File: config.mk
export PLATFORM = sky130hd
export DESIGN_NAME = smc_core
export DESIGN_NICKNAME = d
export VERILOG_FILES = /design/src/design/smc_pkg.sv /design/src/design/smc_half_gen.sv /design/src/design/smc_core.sv
export VERILOG_INCLUDE_DIRS = /design/src /design/src/design
export SDC_FILE = /design/constraint.sdc
export NUM_CORES = 1
export LEC_CHECK = 0
export BUFFER_PORTS_ARGS = -buffer_cell sky130_fd_sc_hd__buf_4
export CAP_MARGIN = 20
export CORE_AREA = 2 2 141 143
export CTS_CLUSTER_DIAMETER = 200
export DETAILED_ROUTE_END_ITERATION = 10
export DIE_AREA = 0 0 143 145
export HOLD_SLACK_MARGIN = 0.02
export PLACE_DENSITY_LB_ADDON = 0.25
export SYNTH_ARGS = -nofsm -noshare
export SYNTH_HDL_FRONTEND = slang
export SYNTH_SLANG_ARGS = --single-unit
export TNS_END_PERCENT = 30
File: constraint.sdc
create_clock -name clk_sys_in -period 8.34 [get_ports clk_sys_in]
set_clock_uncertainty 0.2 [all_clocks]
set_input_delay 1.668 -clock clk_sys_in [delete_from_list [all_inputs] [get_ports clk_sys_in]]
set_output_delay 1.668 -clock clk_sys_in [all_outputs]
set_load 0.01 [all_outputs]
File: src/design/smc_defs.svh
/*
 * Constants of the serial port mode and timing block: bit positions inside the
 * control and format words, word length, fixed timing extras and clock rate.
 * Assumes it is included by bare name from each design file that needs it.
 */
`ifndef SMC_DEFS_SVH
`define SMC_DEFS_SVH

// ****************************************************************
// Field positions.
// ****************************************************************
`define SMC_CTRL_SEL_BIT 0
`define SMC_PHASE_BIT 16
`define SMC_POL_BIT 17
`define SMC_PS_MSB 15
`define SMC_PS_LSB 8

// ****************************************************************
// Transfer shape and reset values.
// ****************************************************************
`define SMC_WORD_BITS 16
`define SMC_LAST_EDGE 5'h1F
`define SMC_SETUP_EXTRA 9'h002
`define SMC_HOLD_EXTRA 9'h001
`define SMC_RST_WORD 16'h0000

// ****************************************************************
// Timing: the figures in ns and the cycle counts derived from them.
// ****************************************************************
`define SMC_CLK_NS 20
`define SMC_MIN_PERIOD_NS 25
`define SMC_MIN_PERIOD_CYC ((`SMC_MIN_PERIOD_NS + `SMC_CLK_NS - 1) / `SMC_CLK_NS)

`endif

File: src/design/smc_pkg.sv
/*
 * Types and shared arithmetic of the serial port mode and timing block.
 * Assumes smc_defs.svh is on the include path.
 */
`include "smc_defs.svh"

package smc_pkg;

   // ****************************************************************
   // Controller sequencer states, one-hot.
   // ****************************************************************
   typedef enum logic [5:0] {
      SMC_IDLE = 6'b000001,
      SMC_SETUP = 6'b000010,
      SMC_PREHALF = 6'b000100,
      SMC_SHIFT = 6'b001000,
      SMC_POSTHALF = 6'b010000,
      SMC_HOLD = 6'b100000
   } smc_state_t;

   // Serial clock period in module clocks: prescale plus one, or two at zero.
   function automatic logic [8:0] smc_period(input logic [7:0] ps);
      smc_period = (ps == 8'h00) ? 9'h002 : ({1'b0, ps} + 9'h001);
   endfunction

endpackage

File: src/design/smc_half_gen.sv
/*
 * Half-period strobe generator for the serial clock. While run is high it
 * pulses half_tick_out at the end of each half period; the first half takes
 * the floor of period/2, the second the rest, so odd periods stay whole.
 * Assumes one clock domain and a synchronous clock enable.
 */
`timescale 1ns/1ps

module smc_half_gen
   import smc_pkg::*;
(
   // Clock, reset and enable.
   input wire logic clk_sys_in,
   input wire logic rstn_in,
   input wire logic clk_en_in,
   // Control.
   input wire logic run_in,
   input wire logic [7:0] prescale_in,
   // Strobe.
   output logic half_tick_out
);

   logic [8:0] cnt;
   logic second;
   logic [8:0] period;
   logic [8:0] half_len;

   // Length of the half now running.
   always_comb begin
      period = smc_period(prescale_in);
      half_len = second ? (period - {1'b0, period[8:1]}) : {1'b0, period[8:1]};
   end

   assign half_tick_out = run_in && (cnt == half_len - 9'h001);

   // Counter restarts whenever the sequencer stops, so each run is aligned.
   always_ff @(posedge clk_sys_in or negedge rstn_in) begin
      if (!rstn_in) begin
         cnt <= 9'h000;
         second <= 1'b0;
      end else if (clk_en_in) begin
         if (!run_in) begin
            cnt <= 9'h000;
            second <= 1'b0;
         end else if (half_tick_out) begin
            cnt <= 9'h000;
            second <= ~second;
         end else begin
            cnt <= cnt + 9'h001;
         end
      end
   end

endmodule // smc_half_gen

File: src/design/smc_core.sv
/*
 * Mode, clock and chip-select timing of a 16-bit serial port that acts as
 * controller or peripheral. Holds one transmit word, shifts MSB first, and
 * returns each received word as a one-cycle strobe.
 * Assumes all pin inputs are synchronous to clk_sys_in and that software keeps
 * the role and format steady while a word is in flight.
 */
`timescale 1ns/1ps
`include "smc_defs.svh"

module smc_core
   import smc_pkg::*;
(
   // Clock, reset and enable.
   input wire logic clk_sys_in,
   input wire logic rstn_in,
   input wire logic clk_en_in,
   // Configuration words and delays.
   input wire logic [31:0] global_control_reg_in,
   input wire logic [31:0] format_reg_in,
   input wire logic [7:0] select_to_clock_delay_in,
   input wire logic [7:0] clock_to_select_delay_in,
   input wire logic select_hold_opt_in,
   // User word side.
   input wire logic word_valid_in,
   input wire logic [15:0] word_data_in,
   output logic word_ready_out,
   output logic rx_valid_out,
   output logic [15:0] rx_data_out,
   output logic busy_out,
   output logic period_ok_out,
   // Serial clock pin.
   input wire logic serial_clock_pin_in,
   output logic serial_clock_pin_out,
   output logic serial_clock_pin_oe_n_out,
   // Controller-out data pin.
   input wire logic ctrl_out_data_pin_in,
   output logic ctrl_out_data_pin_out,
   output logic ctrl_out_data_pin_oe_n_out,
   // Peripheral-out data pin.
   input wire logic periph_out_data_pin_in,
   output logic periph_out_data_pin_out,
   output logic periph_out_data_pin_oe_n_out,
   // Chip select pin, active low.
   input wire logic sel_n_pin_in,
   output logic sel_n_pin_out,
   output logic sel_n_pin_oe_n_out
);

   // ****************************************************************
   // Configuration decode.
   // ****************************************************************
   logic is_ctrl;
   logic phase;
   logic pol;
   logic [7:0] prescale;
   assign is_ctrl = global_control_reg_in[`SMC_CTRL_SEL_BIT];
   assign phase = format_reg_in[`SMC_PHASE_BIT];
   assign pol = format_reg_in[`SMC_POL_BIT];
   assign prescale = format_reg_in[`SMC_PS_MSB:`SMC_PS_LSB];

   // Status only: software owns keeping the period at or above the floor.
   assign period_ok_out = (smc_period(prescale) >= 9'(`SMC_MIN_PERIOD_CYC));

   // ****************************************************************
   // Declarations.
   // ****************************************************************
   smc_state_t state;
   smc_state_t next_state;
   logic [8:0] dcnt;
   logic [4:0] edge_cnt;
   logic sclk;
   logic sel_n;
   logic half_tick;
   logic run;
   logic setup_done;
   logic hold_done;
   logic [8:0] setup_len;
   logic c_edge;
   logic p_edge;
   logic any_edge;
   logic lead;
   logic sample;
   logic launch;
   logic din;
   logic sclk_q;
   logic sel_q;
   logic sel_fall;
   logic [15:0] tx_hold;
   logic tx_full;
   logic [15:0] tx_sh;
   logic [15:0] rx_sh;
   logic start;

   // ****************************************************************
   // Controller sequencer.
   // ****************************************************************
   assign run = (state == SMC_PREHALF) || (state == SMC_SHIFT) || (state == SMC_POSTHALF);

   smc_half_gen u_half_gen (
      .clk_sys_in(clk_sys_in),
      .rstn_in(rstn_in),
      .clk_en_in(clk_en_in),
      .run_in(run),
      .prescale_in(prescale),
      .half_tick_out(half_tick)
   );

   // Select-to-clock wait is delay plus two, one more with the hold option.
   assign setup_len = {1'b0, select_to_clock_delay_in} + `SMC_SETUP_EXTRA
      + {8'h00, select_hold_opt_in};
   assign setup_done = (dcnt == setup_len - 9'h001);
   assign hold_done = (dcnt == {1'b0, clock_to_select_delay_in});
   assign start = is_ctrl && tx_full && (state == SMC_IDLE);

   // Phase 0 fires its first edge as the setup wait ends; phase 1 fires it as the
   // extra half ends, so its lead is the setup wait plus the first half, the floor of period/2.
   assign c_edge = ((state == SMC_SETUP) && setup_done && !phase)
      || ((state == SMC_PREHALF) && half_tick)
      || ((state == SMC_SHIFT) && half_tick);

   // Next-state choice.
   always_comb begin
      next_state = state;
      unique case (state)
         SMC_IDLE: if (start) next_state = SMC_SETUP;
         SMC_SETUP: if (setup_done) next_state = phase ? SMC_PREHALF : SMC_SHIFT;
         SMC_PREHALF: if (half_tick) next_state = SMC_SHIFT;
         SMC_SHIFT: begin
            if (half_tick && edge_cnt == `SMC_LAST_EDGE) begin
               next_state = phase ? SMC_HOLD : SMC_POSTHALF;
            end
         end
         SMC_POSTHALF: if (half_tick) next_state = SMC_HOLD;
         SMC_HOLD: if (hold_done) next_state = SMC_IDLE;
         default: next_state = SMC_IDLE;
      endcase
   end

   // State register; dropping controller role abandons a word in flight.
   always_ff @(posedge clk_sys_in or negedge rstn_in) begin
      if (!rstn_in) begin
         state <= SMC_IDLE;
      end else if (clk_en_in) begin
         state <= is_ctrl ? next_state : SMC_IDLE;
      end
   end

   // Module-clock counter for the setup and hold waits.
   always_ff @(posedge clk_sys_in or negedge rstn_in) begin
      if (!rstn_in) begin
         dcnt <= 9'h000;
      end else if (clk_en_in) begin
         if (next_state != state) begin
            dcnt <= 9'h000;
         end else begin
            dcnt <= dcnt + 9'h001;
         end
      end
   end

   // Serial clock and select outputs of the controller.
   always_ff @(posedge clk_sys_in or negedge rstn_in) begin
      if (!rstn_in) begin
         sclk <= 1'b0;
         sel_n <= 1'b1;
      end else if (clk_en_in) begin
         if (state == SMC_IDLE || !is_ctrl) begin
            sclk <= pol;
         end else if (c_edge) begin
            sclk <= ~sclk;
         end
         if (start) begin
            sel_n <= 1'b0;
         end else if ((state == SMC_HOLD && hold_done) || !is_ctrl) begin
            sel_n <= 1'b1;
         end
      end
   end

   // ****************************************************************
   // Peripheral edge detection on the sampled pins.
   // ****************************************************************
   always_ff @(posedge clk_sys_in or negedge rstn_in) begin
      if (!rstn_in) begin
         sclk_q <= 1'b0;
         sel_q <= 1'b1;
      end else if (clk_en_in) begin
         sclk_q <= serial_clock_pin_in;
         sel_q <= sel_n_pin_in;
      end
   end

   // Each select fall starts a fresh 16-bit word, as the host must provide.
   assign sel_fall = !is_ctrl && sel_q && !sel_n_pin_in;
   assign p_edge = !is_ctrl && !sel_n_pin_in && !sel_q
      && (serial_clock_pin_in != sclk_q);

   // ****************************************************************
   // Shared shift path for both roles.
   // ****************************************************************
   assign any_edge = is_ctrl ? c_edge : p_edge;
   // Leading edge leaves the idle level; edge index parity says the same.
   assign lead = is_ctrl ? !edge_cnt[0] : (sclk_q == pol);
   assign sample = phase ? !lead : lead;
   assign launch = !sample && !(phase && edge_cnt == 5'h00)
      && (edge_cnt != `SMC_LAST_EDGE);
   assign din = is_ctrl ? periph_out_data_pin_in : ctrl_out_data_pin_in;

   // Edge index within the word.
   always_ff @(posedge clk_sys_in or negedge rstn_in) begin
      if (!rstn_in) begin
         edge_cnt <= 5'h00;
      end else if (clk_en_in) begin
         if (start || sel_fall || (!is_ctrl && sel_n_pin_in)) begin
            edge_cnt <= 5'h00;
         end else if (any_edge) begin
            edge_cnt <= edge_cnt + 5'h01;
         end
      end
   end

   // Transmit holding word; a peripheral sends zeros if none is waiting.
   assign word_ready_out = !tx_full;
   always_ff @(posedge clk_sys_in or negedge rstn_in) begin
      if (!rstn_in) begin
         tx_hold <= `SMC_RST_WORD;
         tx_full <= 1'b0;
      end else if (clk_en_in) begin
         if (word_valid_in && !tx_full) begin
            tx_hold <= word_data_in;
            tx_full <= 1'b1;
         end else if (start || sel_fall) begin
            tx_full <= 1'b0;
         end
      end
   end

   // Shift registers, most significant bit first.
   always_ff @(posedge clk_sys_in or negedge rstn_in) begin
      if (!rstn_in) begin
         tx_sh <= `SMC_RST_WORD;
         rx_sh <= `SMC_RST_WORD;
      end else if (clk_en_in) begin
         if (start || sel_fall) begin
            tx_sh <= tx_full ? tx_hold : `SMC_RST_WORD;
         end else if (any_edge && launch) begin
            tx_sh <= {tx_sh[14:0], 1'b0};
         end
         if (any_edge && sample) begin
            rx_sh <= {rx_sh[14:0], din};
         end
      end
   end

   // Received word strobe on the sixteenth sample.
   always_ff @(posedge clk_sys_in or negedge rstn_in) begin
      if (!rstn_in) begin
         rx_valid_out <= 1'b0;
         rx_data_out <= `SMC_RST_WORD;
      end else if (clk_en_in) begin
         rx_valid_out <= 1'b0;
         if (any_edge && sample && (edge_cnt[4:1] == 4'hF)) begin
            rx_valid_out <= 1'b1;
            rx_data_out <= {rx_sh[14:0], din};
         end
      end
   end

   // ****************************************************************
   // Pin drive by role; enables are low while driving.
   // ****************************************************************
   assign busy_out = is_ctrl ? (state != SMC_IDLE) : !sel_n_pin_in;
   assign serial_clock_pin_out = sclk;
   assign serial_clock_pin_oe_n_out = !is_ctrl;
   assign sel_n_pin_out = sel_n;
   assign sel_n_pin_oe_n_out = !is_ctrl;
   assign ctrl_out_data_pin_out = tx_sh[15];
   assign ctrl_out_data_pin_oe_n_out = !is_ctrl;
   assign periph_out_data_pin_out = tx_sh[15];
   // Peripheral drives return data only while selected, so buses can share.
   assign periph_out_data_pin_oe_n_out = is_ctrl || sel_n_pin_in;

endmodule // smc_core

Word level (Yosys, flattened, before mapping)
Index checks and enable logic that the tools add are counted.
W data, S select, Z words.
{"block": "totals", "ff_bits": 99, "input_bits": 105, "output_inout_bits": 28, "elab_cells": 134}
{"block": "op_classes", "n_addsub": 9, "magnitude_cmp": 1, "n_eq_ne": 17, "muxes": 34, "bitwise": 2, "reduce_logical": 56}
{"cell": "$mux W16", "n": 3}
{"cell": "$mux W6", "n": 8}
{"cell": "$mux W9", "n": 5}
{"cell": "$pmux W6 S6", "n": 1}
{"cell": "$logic_and A1 B1 Y1", "n": 22}
{"cell": "$add A9 B1 Y9 const B", "n": 2}
{"cell": "$eq A9 B9 Y1", "n": 2}
{"cell": "$reduce_and A2 Y1", "n": 9}
{"cell": "$sub A9 B1 Y9 const B", "n": 2}
{"cell": "$mux W1", "n": 14}
{"cell": "$mux W5", "n": 2}
{"cell": "$reduce_bool A2 Y1", "n": 5}
{"cell": "$add A8 B1 Y9 const B", "n": 1}
{"cell": "$add A8 B2 Y9 const B", "n": 1}
{"cell": "$add A9 B1 Y9", "n": 1}
{"cell": "$eq A9 B8 Y1", "n": 1}
{"cell": "$ge A9 B2 Y1 const B", "n": 1}
{"cell": "$logic_not A1 Y1", "n": 9}
{"cell": "$logic_or A1 B1 Y1", "n": 9}
{"cell": "$sub A9 B8 Y9", "n": 1}
{"cell": "$logic_not A8 Y1", "n": 1}
{"cell": "$eq A6 B1 Y1 const B", "n": 1}
{"cell": "$eq A6 B2 Y1 const B", "n": 1}
{"cell": "$eq A6 B3 Y1 const B", "n": 1}
{"cell": "other kinds (15)", "n": 16}

Logic depth before layout (Yosys ltp)
{"block": "depth", "ltp_word": 14, "depth_mapped": 20, "ltp_nobuf": 18}

Modules after synthesis
A second synthesis with hierarchy kept.
{"block": "unflattened", "cells_unflattened": 705, "area_unflattened_um2": 6622.6}
{"mod": "smc_core", "n_inst": 1, "cells_each": 482, "area_each_um2": 4933.5, "seq_area_each_um2": 2230.9}
{"mod": "smc_half_gen", "n_inst": 1, "cells_each": 223, "area_each_um2": 1689.1, "seq_area_each_um2": 250.2}

Worst setup path before layout
No wires, ideal clock.
{"block": "synth_path", "kind": "input-to-reg", "startpoint": "in format_reg_in[12]", "endpoint": "reg tx_sh[10]", "setup_time_ps": 125, "t_arrival_ps": 6261, "required_ps": 8015, "slack_ps": 1754, "cell_stages": 18, "n_path_buf": 1, "path_cell_list": "nor4_1 -> nand3_1 -> nand2b_1 -> ha_1 -> inv_1 -> fa_1 -> nor2b_1 -> o31a_1 -> xor2_1 -> a32oi_1 -> nor4_1 -> mux2i_1 -> nand2_1 -> or4_4 -> a22o_4 -> o41ai_4 -> buf_6 -> mux2_4"}
{"block": "synth_between", "elab_chain_cells": 14, "word_cells_on_any_way": 16, "cone_classes": "add/sub (3); eq/ne (1); mux (3); reduce/logical (9)"}
{"item": "start: declaration", "line_no": "smc_core.sv:20", "rtl": "input wire logic [31:0] format_reg_in,"}
{"item": "$add A8 B1 Y9 / $logic_not A8 Y1 (equally long branches)", "line_no": "smc_pkg.sv:23", "rtl": "smc_period = (ps == 8'h00) ? 9'h002 : ({1'b0, ps} + 9'h001);"}
{"item": "$mux W9 *", "line_no": "smc_pkg.sv:23"}
{"item": "$sub A9 B8 Y9", "line_no": "smc_half_gen.sv:31", "rtl": "half_len = second ? (period - {1'b0, period[8:1]}) : {1'b0, period[8:1]};"}
{"item": "$mux W9 *", "line_no": "smc_half_gen.sv:31"}
{"item": "$sub A9 B1 Y9 *", "line_no": "smc_half_gen.sv:34", "rtl": "assign half_tick_out = run_in && (cnt == half_len - 9'h001);"}
{"item": "$eq A9 B9 Y1 *", "line_no": "smc_half_gen.sv:34"}
{"item": "$logic_and A1 B1 Y1 *", "line_no": "smc_half_gen.sv:34"}
{"item": "$logic_and A1 B1 Y1", "line_no": "smc_core.sv:119", "rtl": "|| ((state == SMC_PREHALF) && half_tick)"}
{"item": "$logic_or A1 B1 Y1", "line_no": "smc_core.sv:119"}
{"item": "$logic_or A1 B1 Y1 *", "line_no": "smc_core.sv:120", "rtl": "|| ((state == SMC_SHIFT) && half_tick);"}
{"item": "$mux W1 *", "line_no": "smc_core.sv:202", "rtl": "assign any_edge = is_ctrl ? c_edge : p_edge;"}
{"item": "$logic_and A1 B1 Y1 *", "line_no": "smc_core.sv:247", "rtl": "end else if (any_edge && launch) begin"}
{"item": "$reduce_bool A2 Y1 (no line) *"}
{"item": "$reduce_and A2 Y1 (no line) *"}
{"item": "end signal: assignment", "line_no": "smc_core.sv:242", "rtl": "tx_sh <= `SMC_RST_WORD;"}
{"item": "end signal: assignment", "line_no": "smc_core.sv:246", "rtl": "tx_sh <= tx_full ? tx_hold : `SMC_RST_WORD;"}
{"item": "end signal: assignment", "line_no": "smc_core.sv:248", "rtl": "tx_sh <= {tx_sh[14:0], 1'b0};"}
{"item": "end: declaration", "line_no": "smc_core.sv:91", "rtl": "logic [15:0] tx_sh;"}
Mark *: on every way between the ends. The rest lies on a longest branch, timed or not.
A chain may end at the register's enable or synchronous reset.

Worst setup path after layout
{"block": "layout_path", "startpoint": "in format_reg_in[13]", "endpoint": "reg rx_sh[5]"}
{"block": "layout_between", "elab_chain_cells": 13, "word_cells_on_any_way": 15, "cone_classes": "add/sub (3); eq/ne (1); mux (3); reduce/logical (8)"}
{"item": "$add A8 B1 Y9 / $logic_not A8 Y1 (equally long branches)", "line_no": "smc_pkg.sv:23"}
{"item": "$mux W9 *", "line_no": "smc_pkg.sv:23"}
{"item": "$sub A9 B8 Y9", "line_no": "smc_half_gen.sv:31"}
{"item": "$mux W9 *", "line_no": "smc_half_gen.sv:31"}
{"item": "$sub A9 B1 Y9 *", "line_no": "smc_half_gen.sv:34"}
{"item": "$eq A9 B9 Y1 *", "line_no": "smc_half_gen.sv:34"}
{"item": "$logic_and A1 B1 Y1 *", "line_no": "smc_half_gen.sv:34"}
{"item": "$logic_and A1 B1 Y1", "line_no": "smc_core.sv:119"}
{"item": "$logic_or A1 B1 Y1", "line_no": "smc_core.sv:119"}
{"item": "$logic_or A1 B1 Y1 *", "line_no": "smc_core.sv:120"}
{"item": "$mux W1 *", "line_no": "smc_core.sv:202"}
{"item": "$logic_and A1 B1 Y1 *", "line_no": "smc_core.sv:250", "rtl": "if (any_edge && sample) begin"}
{"item": "$reduce_and A2 Y1 (no line) *"}
{"item": "end signal: assignment", "line_no": "smc_core.sv:243", "rtl": "rx_sh <= `SMC_RST_WORD;"}
{"item": "end signal: assignment", "line_no": "smc_core.sv:251", "rtl": "rx_sh <= {rx_sh[14:0], din};"}
{"item": "end: declaration", "line_no": "smc_core.sv:92", "rtl": "logic [15:0] rx_sh;"}
Marks and branches as above.

==> Flow_metrics.wiki <==
{| class="wikitable"
! Metric !! Value
|-
| Result of the run || finished, final reports clean
|-
| Transition time at the pin with the least slew margin || 0.8447 ns
|-
| Number of DRC violations after detailed routing || 0
|-
| Sum of negative setup slack || 0 ns
|-
| CTS Buffer Depth || 2
|-
| Final Hold Violating Endpoints || 0
|-
| Cell accounting for the most synthesized area || sky130_fd_sc_hd__dfrtp_1
|-
| HPWL after detailed placement || 10290 um
|-
| Gates resized, CTS repair || 0
|-
| Num ports || 133
|-
| Setup CP Type || primary input to flop
|-
| Number of detailed-routing iterations run before antenna repair || 4
|-
| Full die area || 20740 um^2
|-
| Number of vias in the routed layout || 5078
|-
| Critical Path, Cell by Cell || buf_4, nor4_1, nand3_1, nand2b_1, ha_1, inv_1, fa_1, nor2b_1, o31a_1, xor2_1, a32oi_1, nor4_1, mux2i_1, nand2_1, or4_4, a22o_4, nor2_2, mux2_2
|-
| Insertion delay of the later-clocked pin in the worst-skew pair || 0.35 ns
|-
| Mapped Avg Cell Area || 9.577 um^2
|-
| Nets || 880
|-
| VDD IR max || 0.1211 mV
|-
| Placeable core area || 19210 um^2
|-
| Highest fanout seen on the critical path || 15
|-
| Unrepaired setup endpoints after global routing || no
|-
| Postcts setup bufs || 0
|-
| Final Hold Slack || 0.2850 ns
|-
| Fraction of layout instances using a drive strength above 1 || 26.33%
|-
| # diodes || 0
|-
| Clock transition at the registers of the reported paths || 0.08 ns
|-
| Cell class contributing the biggest share of worst-path delay || simple AND/OR/NAND/NOR gates
|-
| LEAKAGE || 3.413 nW
|-
| Kind of capture point of the worst setup path || flop
|-
| Max Cap Violations || 0
|-
| Area growth from synthesis to final layout || 16.93%
|-
| Number of synthesized flops with an enable pin || 0
|-
| Fraction of registers with async set/reset || 100.0%
|-
| Synthesized instance count || 686
|-
| Count of hold-fix buffers inserted at cts || 0
|-
| WL final || 14260 um
|-
| Largest net degree at the start of global routing || 55
|-
| Die H || 145 um
|-
| Post-route ant nets || 0
|-
| Most used flip-flop cell after synthesis || sky130_fd_sc_hd__dfrtp_1
|-
| Num CTS Buffers || 9
|-
| Max-slew violation count || 0
|-
| Die width || 143 um
|-
| Number of distinct library cell variants in the gate-level netlist after synthesis || 80
|-
| Power Density || 194.1 nW/um^2
|-
| Flip-flop and latch count after synthesis || 99
|-
| Via count of the first global-routing pass || 4957
|-
| GR Util All Layers || 14.16%
|-
| Antenna violations before repair || 0
|-
| Vias per std cell || 4.993
|-
| Slowest cell delay on critical path || 0.61 ns
|-
| Root buffer cell || sky130_fd_sc_hd__clkbuf_16
|-
| Worst relative slew slack || 43.53%
|-
| Post-route clock period utilization || 82.81%
|-
| Row count || 51
|-
| Critical path required time || 8.38 ns
|-
| Total clock sinks || 99
|-
| Sum of overflow across all layers after global routing || 0
|-
| Power consumption || 0.001492 W
|-
| Library cell appearing most often on the critical path || sky130_fd_sc_hd__nor4_1
|-
| Synthesized net count || 819
|-
| # port buffers || 79
|-
| Setup Viol. Count Final || 0
|-
| Routability congestion estimate || 0.7963
|-
| Critical path data arrival time || 6.95 ns
|-
| Portion of the post-synthesis area used by sequential elements || 37.76%
|-
| Combined area of all synthesized cells || 6570 um^2
|-
| F_max || 0.1448 GHz
|-
| Element type at the critical path start || primary input
|-
| Slowest library cell on the worst path || sky130_fd_sc_hd__nor4_1
|-
| Leading post-synthesis cells by cell area || sky130_fd_sc_hd__dfrtp_1 37%, sky130_fd_sc_hd__mux2_2 10%, sky130_fd_sc_hd__ha_1 5.1%, sky130_fd_sc_hd__nand2_1 3.9%, sky130_fd_sc_hd__xnor2_1 3.7%
|-
| Share of the synthesized area in the top cell type || 36.56%
|-
| Iteration-0 DRC count of the detailed router || 174
|-
| First-pass GRT wire length || 24290 um
|-
| Class of the most critical hold timing path || flop to flop
|-
| Flop2flop setup slack || 3.51 ns
|-
| Number of warning messages in the yosys log || 0
|-
| Worst Path Buf+Inv || 2
|-
| Routed wirelength normalized by instance count || 14.02 um
|-
| Initial core utilization || 34.21%
|-
| Final critical path time including I/O delays and setup || 6.907 ns
|-
| TritonCTS clock tree || yes
|-
| Utilization of the core after routing || 40.00%
|-
| Setup slack after placement || 0.9687 ns
|-
| Setup WS post-layout || 1.433 ns
|-
| H-Tree Depth || 3
|}
state kept, by name (all words and copies together) (netlist names):
register / cells
sel_n_pin_out: 1
sel_q: 1
tx_sh: 16
rx_data_out: 16
tx_full: 1
edge_cnt: 5
tx_hold: 16
u_half_gen.cnt: 9
dcnt: 9
u_half_gen.second: 1
rx_valid_out: 1
sclk_q: 1
rx_sh: 15
serial_clock_pin_out: 1
state: 6
final cells by class:
class | instances | area, um^2
fill | 1969 | 11520
multi-input combinational | 516 | 3785
sequential | 99 | 2481
timing repair buffer | 85 | 638.1
tap | 265 | 331.6
clock buffer | 9 | 225.2
inverter | 36 | 135.1
clock inverter | 7 | 86.33
layer usage:
metal	up-vias	global-route usage, %	share of wire (%)
li1	2558	-	-
met1	2443	19.21	48
met2	65	23.42	48
met3	12	2.244	2.8
met4	0	3.713	1.1
met5	-	0	0
final timing paths:
| path | depth (start not counted) | to | start |
|---|---|---|---|
| worst max register to register | 10 | rx_sh[5]$_DFFE_PN0P_ | u_half_gen.second$_DFFE_PN0P_ |
| worst min-delay path | 1 | rx_valid_out$_DFFE_PN0P_ | rx_valid_out$_DFFE_PN0P_ |
| worst max-delay path | 18 | rx_sh[5]$_DFFE_PN0P_ | format_reg_in[13] |
| worst min register to register | 1 | rx_valid_out$_DFFE_PN0P_ | rx_valid_out$_DFFE_PN0P_ |
| max in group asynchronous | 2 | tx_hold[15]$_DFFE_PN0P_ | rstn_in |
| min in group asynchronous | 1 | rx_data_out[15]$_DFFE_PN0P_ | rstn_in |
report_power, final:
part / internal, W / total (W) / switching [W]
Sequential: 0.000575 / 0.000662 / 0.0000872
Combinational: 0.000212 / 0.000403 / 0.000191
Clock: 0.000216 / 0.000427 / 0.000211
synthesized netlist by cell type, types with 5 or more instances:
library cell and instances:
sky130_fd_sc_hd__nor2_1 45, sky130_fd_sc_hd__inv_1 31, sky130_fd_sc_hd__a22o_1 5, sky130_fd_sc_hd__mux2i_1 6, sky130_fd_sc_hd__mux2_4 9, sky130_fd_sc_hd__nand2_1 69, sky130_fd_sc_hd__clkbuf_1 25, sky130_fd_sc_hd__xnor2_1 28
sky130_fd_sc_hd__a21oi_1 19, sky130_fd_sc_hd__or3_1 7, sky130_fd_sc_hd__nor4_1 9, sky130_fd_sc_hd__ha_1 27, sky130_fd_sc_hd__or4_1 6, sky130_fd_sc_hd__dfrtp_1 96, sky130_fd_sc_hd__nor2b_1 9, sky130_fd_sc_hd__mux2_2 59
sky130_fd_sc_hd__nand4_1 14, sky130_fd_sc_hd__a21o_1 6, sky130_fd_sc_hd__o21ai_0 42, sky130_fd_sc_hd__and3_1 7, sky130_fd_sc_hd__nand3_1 26, sky130_fd_sc_hd__nor3b_1 5, sky130_fd_sc_hd__nor3_1 17, sky130_fd_sc_hd__nand2b_1 9
sky130_fd_sc_hd__nand3b_1 5, sky130_fd_sc_hd__xor2_1 18
cell usage in the layout, fill, tap and decap left out, types with 4 or more instances in the layout:
| cell type | count |
|---|---|
| sky130_fd_sc_hd__nand4_1 | 14 |
| sky130_fd_sc_hd__and2_1 | 4 |
| sky130_fd_sc_hd__a21boi_0 | 4 |
| sky130_fd_sc_hd__mux2i_1 | 6 |
| sky130_fd_sc_hd__nand2_1 | 69 |
| sky130_fd_sc_hd__dfrtp_1 | 96 |
| sky130_fd_sc_hd__nor2b_1 | 9 |
| sky130_fd_sc_hd__a21o_1 | 6 |
| sky130_fd_sc_hd__inv_2 | 4 |
| sky130_fd_sc_hd__a22o_1 | 5 |
| sky130_fd_sc_hd__ha_1 | 27 |
| sky130_fd_sc_hd__nor3b_1 | 5 |
| sky130_fd_sc_hd__or4_1 | 6 |
| sky130_fd_sc_hd__and3_1 | 7 |
| sky130_fd_sc_hd__inv_1 | 31 |
| sky130_fd_sc_hd__xnor2_1 | 28 |
| sky130_fd_sc_hd__o21ai_0 | 42 |
| sky130_fd_sc_hd__o211ai_1 | 4 |
| sky130_fd_sc_hd__mux2_4 | 9 |
| sky130_fd_sc_hd__a21oi_1 | 18 |
| sky130_fd_sc_hd__mux2_2 | 59 |
| sky130_fd_sc_hd__nor3_1 | 17 |
| sky130_fd_sc_hd__nor4_1 | 9 |
| sky130_fd_sc_hd__nor2_1 | 45 |
| sky130_fd_sc_hd__nand3_1 | 26 |
| sky130_fd_sc_hd__clkbuf_16 | 9 |
| sky130_fd_sc_hd__xor2_1 | 18 |
| sky130_fd_sc_hd__or3_1 | 7 |
| sky130_fd_sc_hd__nand2b_1 | 9 |
| sky130_fd_sc_hd__nand3b_1 | 5 |
| sky130_fd_sc_hd__buf_4 | 85 |
logic make-up after synthesis:
family                   after synthesis  share of synthesized area (%)
XOR/XNOR                              47                          6.380
adder cells (fa/ha/maj)               29                          5.599
flip-flops                            99                          37.76
multiplexers                          74                          13.08
AO/OA/AOI/OAI                        116                          12.49
AND/OR/NAND/NOR                      250                          20.00
buffers and inverters                 71                          4.685
through the flow:
stage	instance area [um^2]	std cells
3_5_place_dp	7371	1001
6_report	7682	1017
2_1_floorplan	6570	686
5_1_grt	7682	1017
4_1_cts	7682	1017
3_3_place_gp	7371	1001
(Power assumes the default switching activity.)
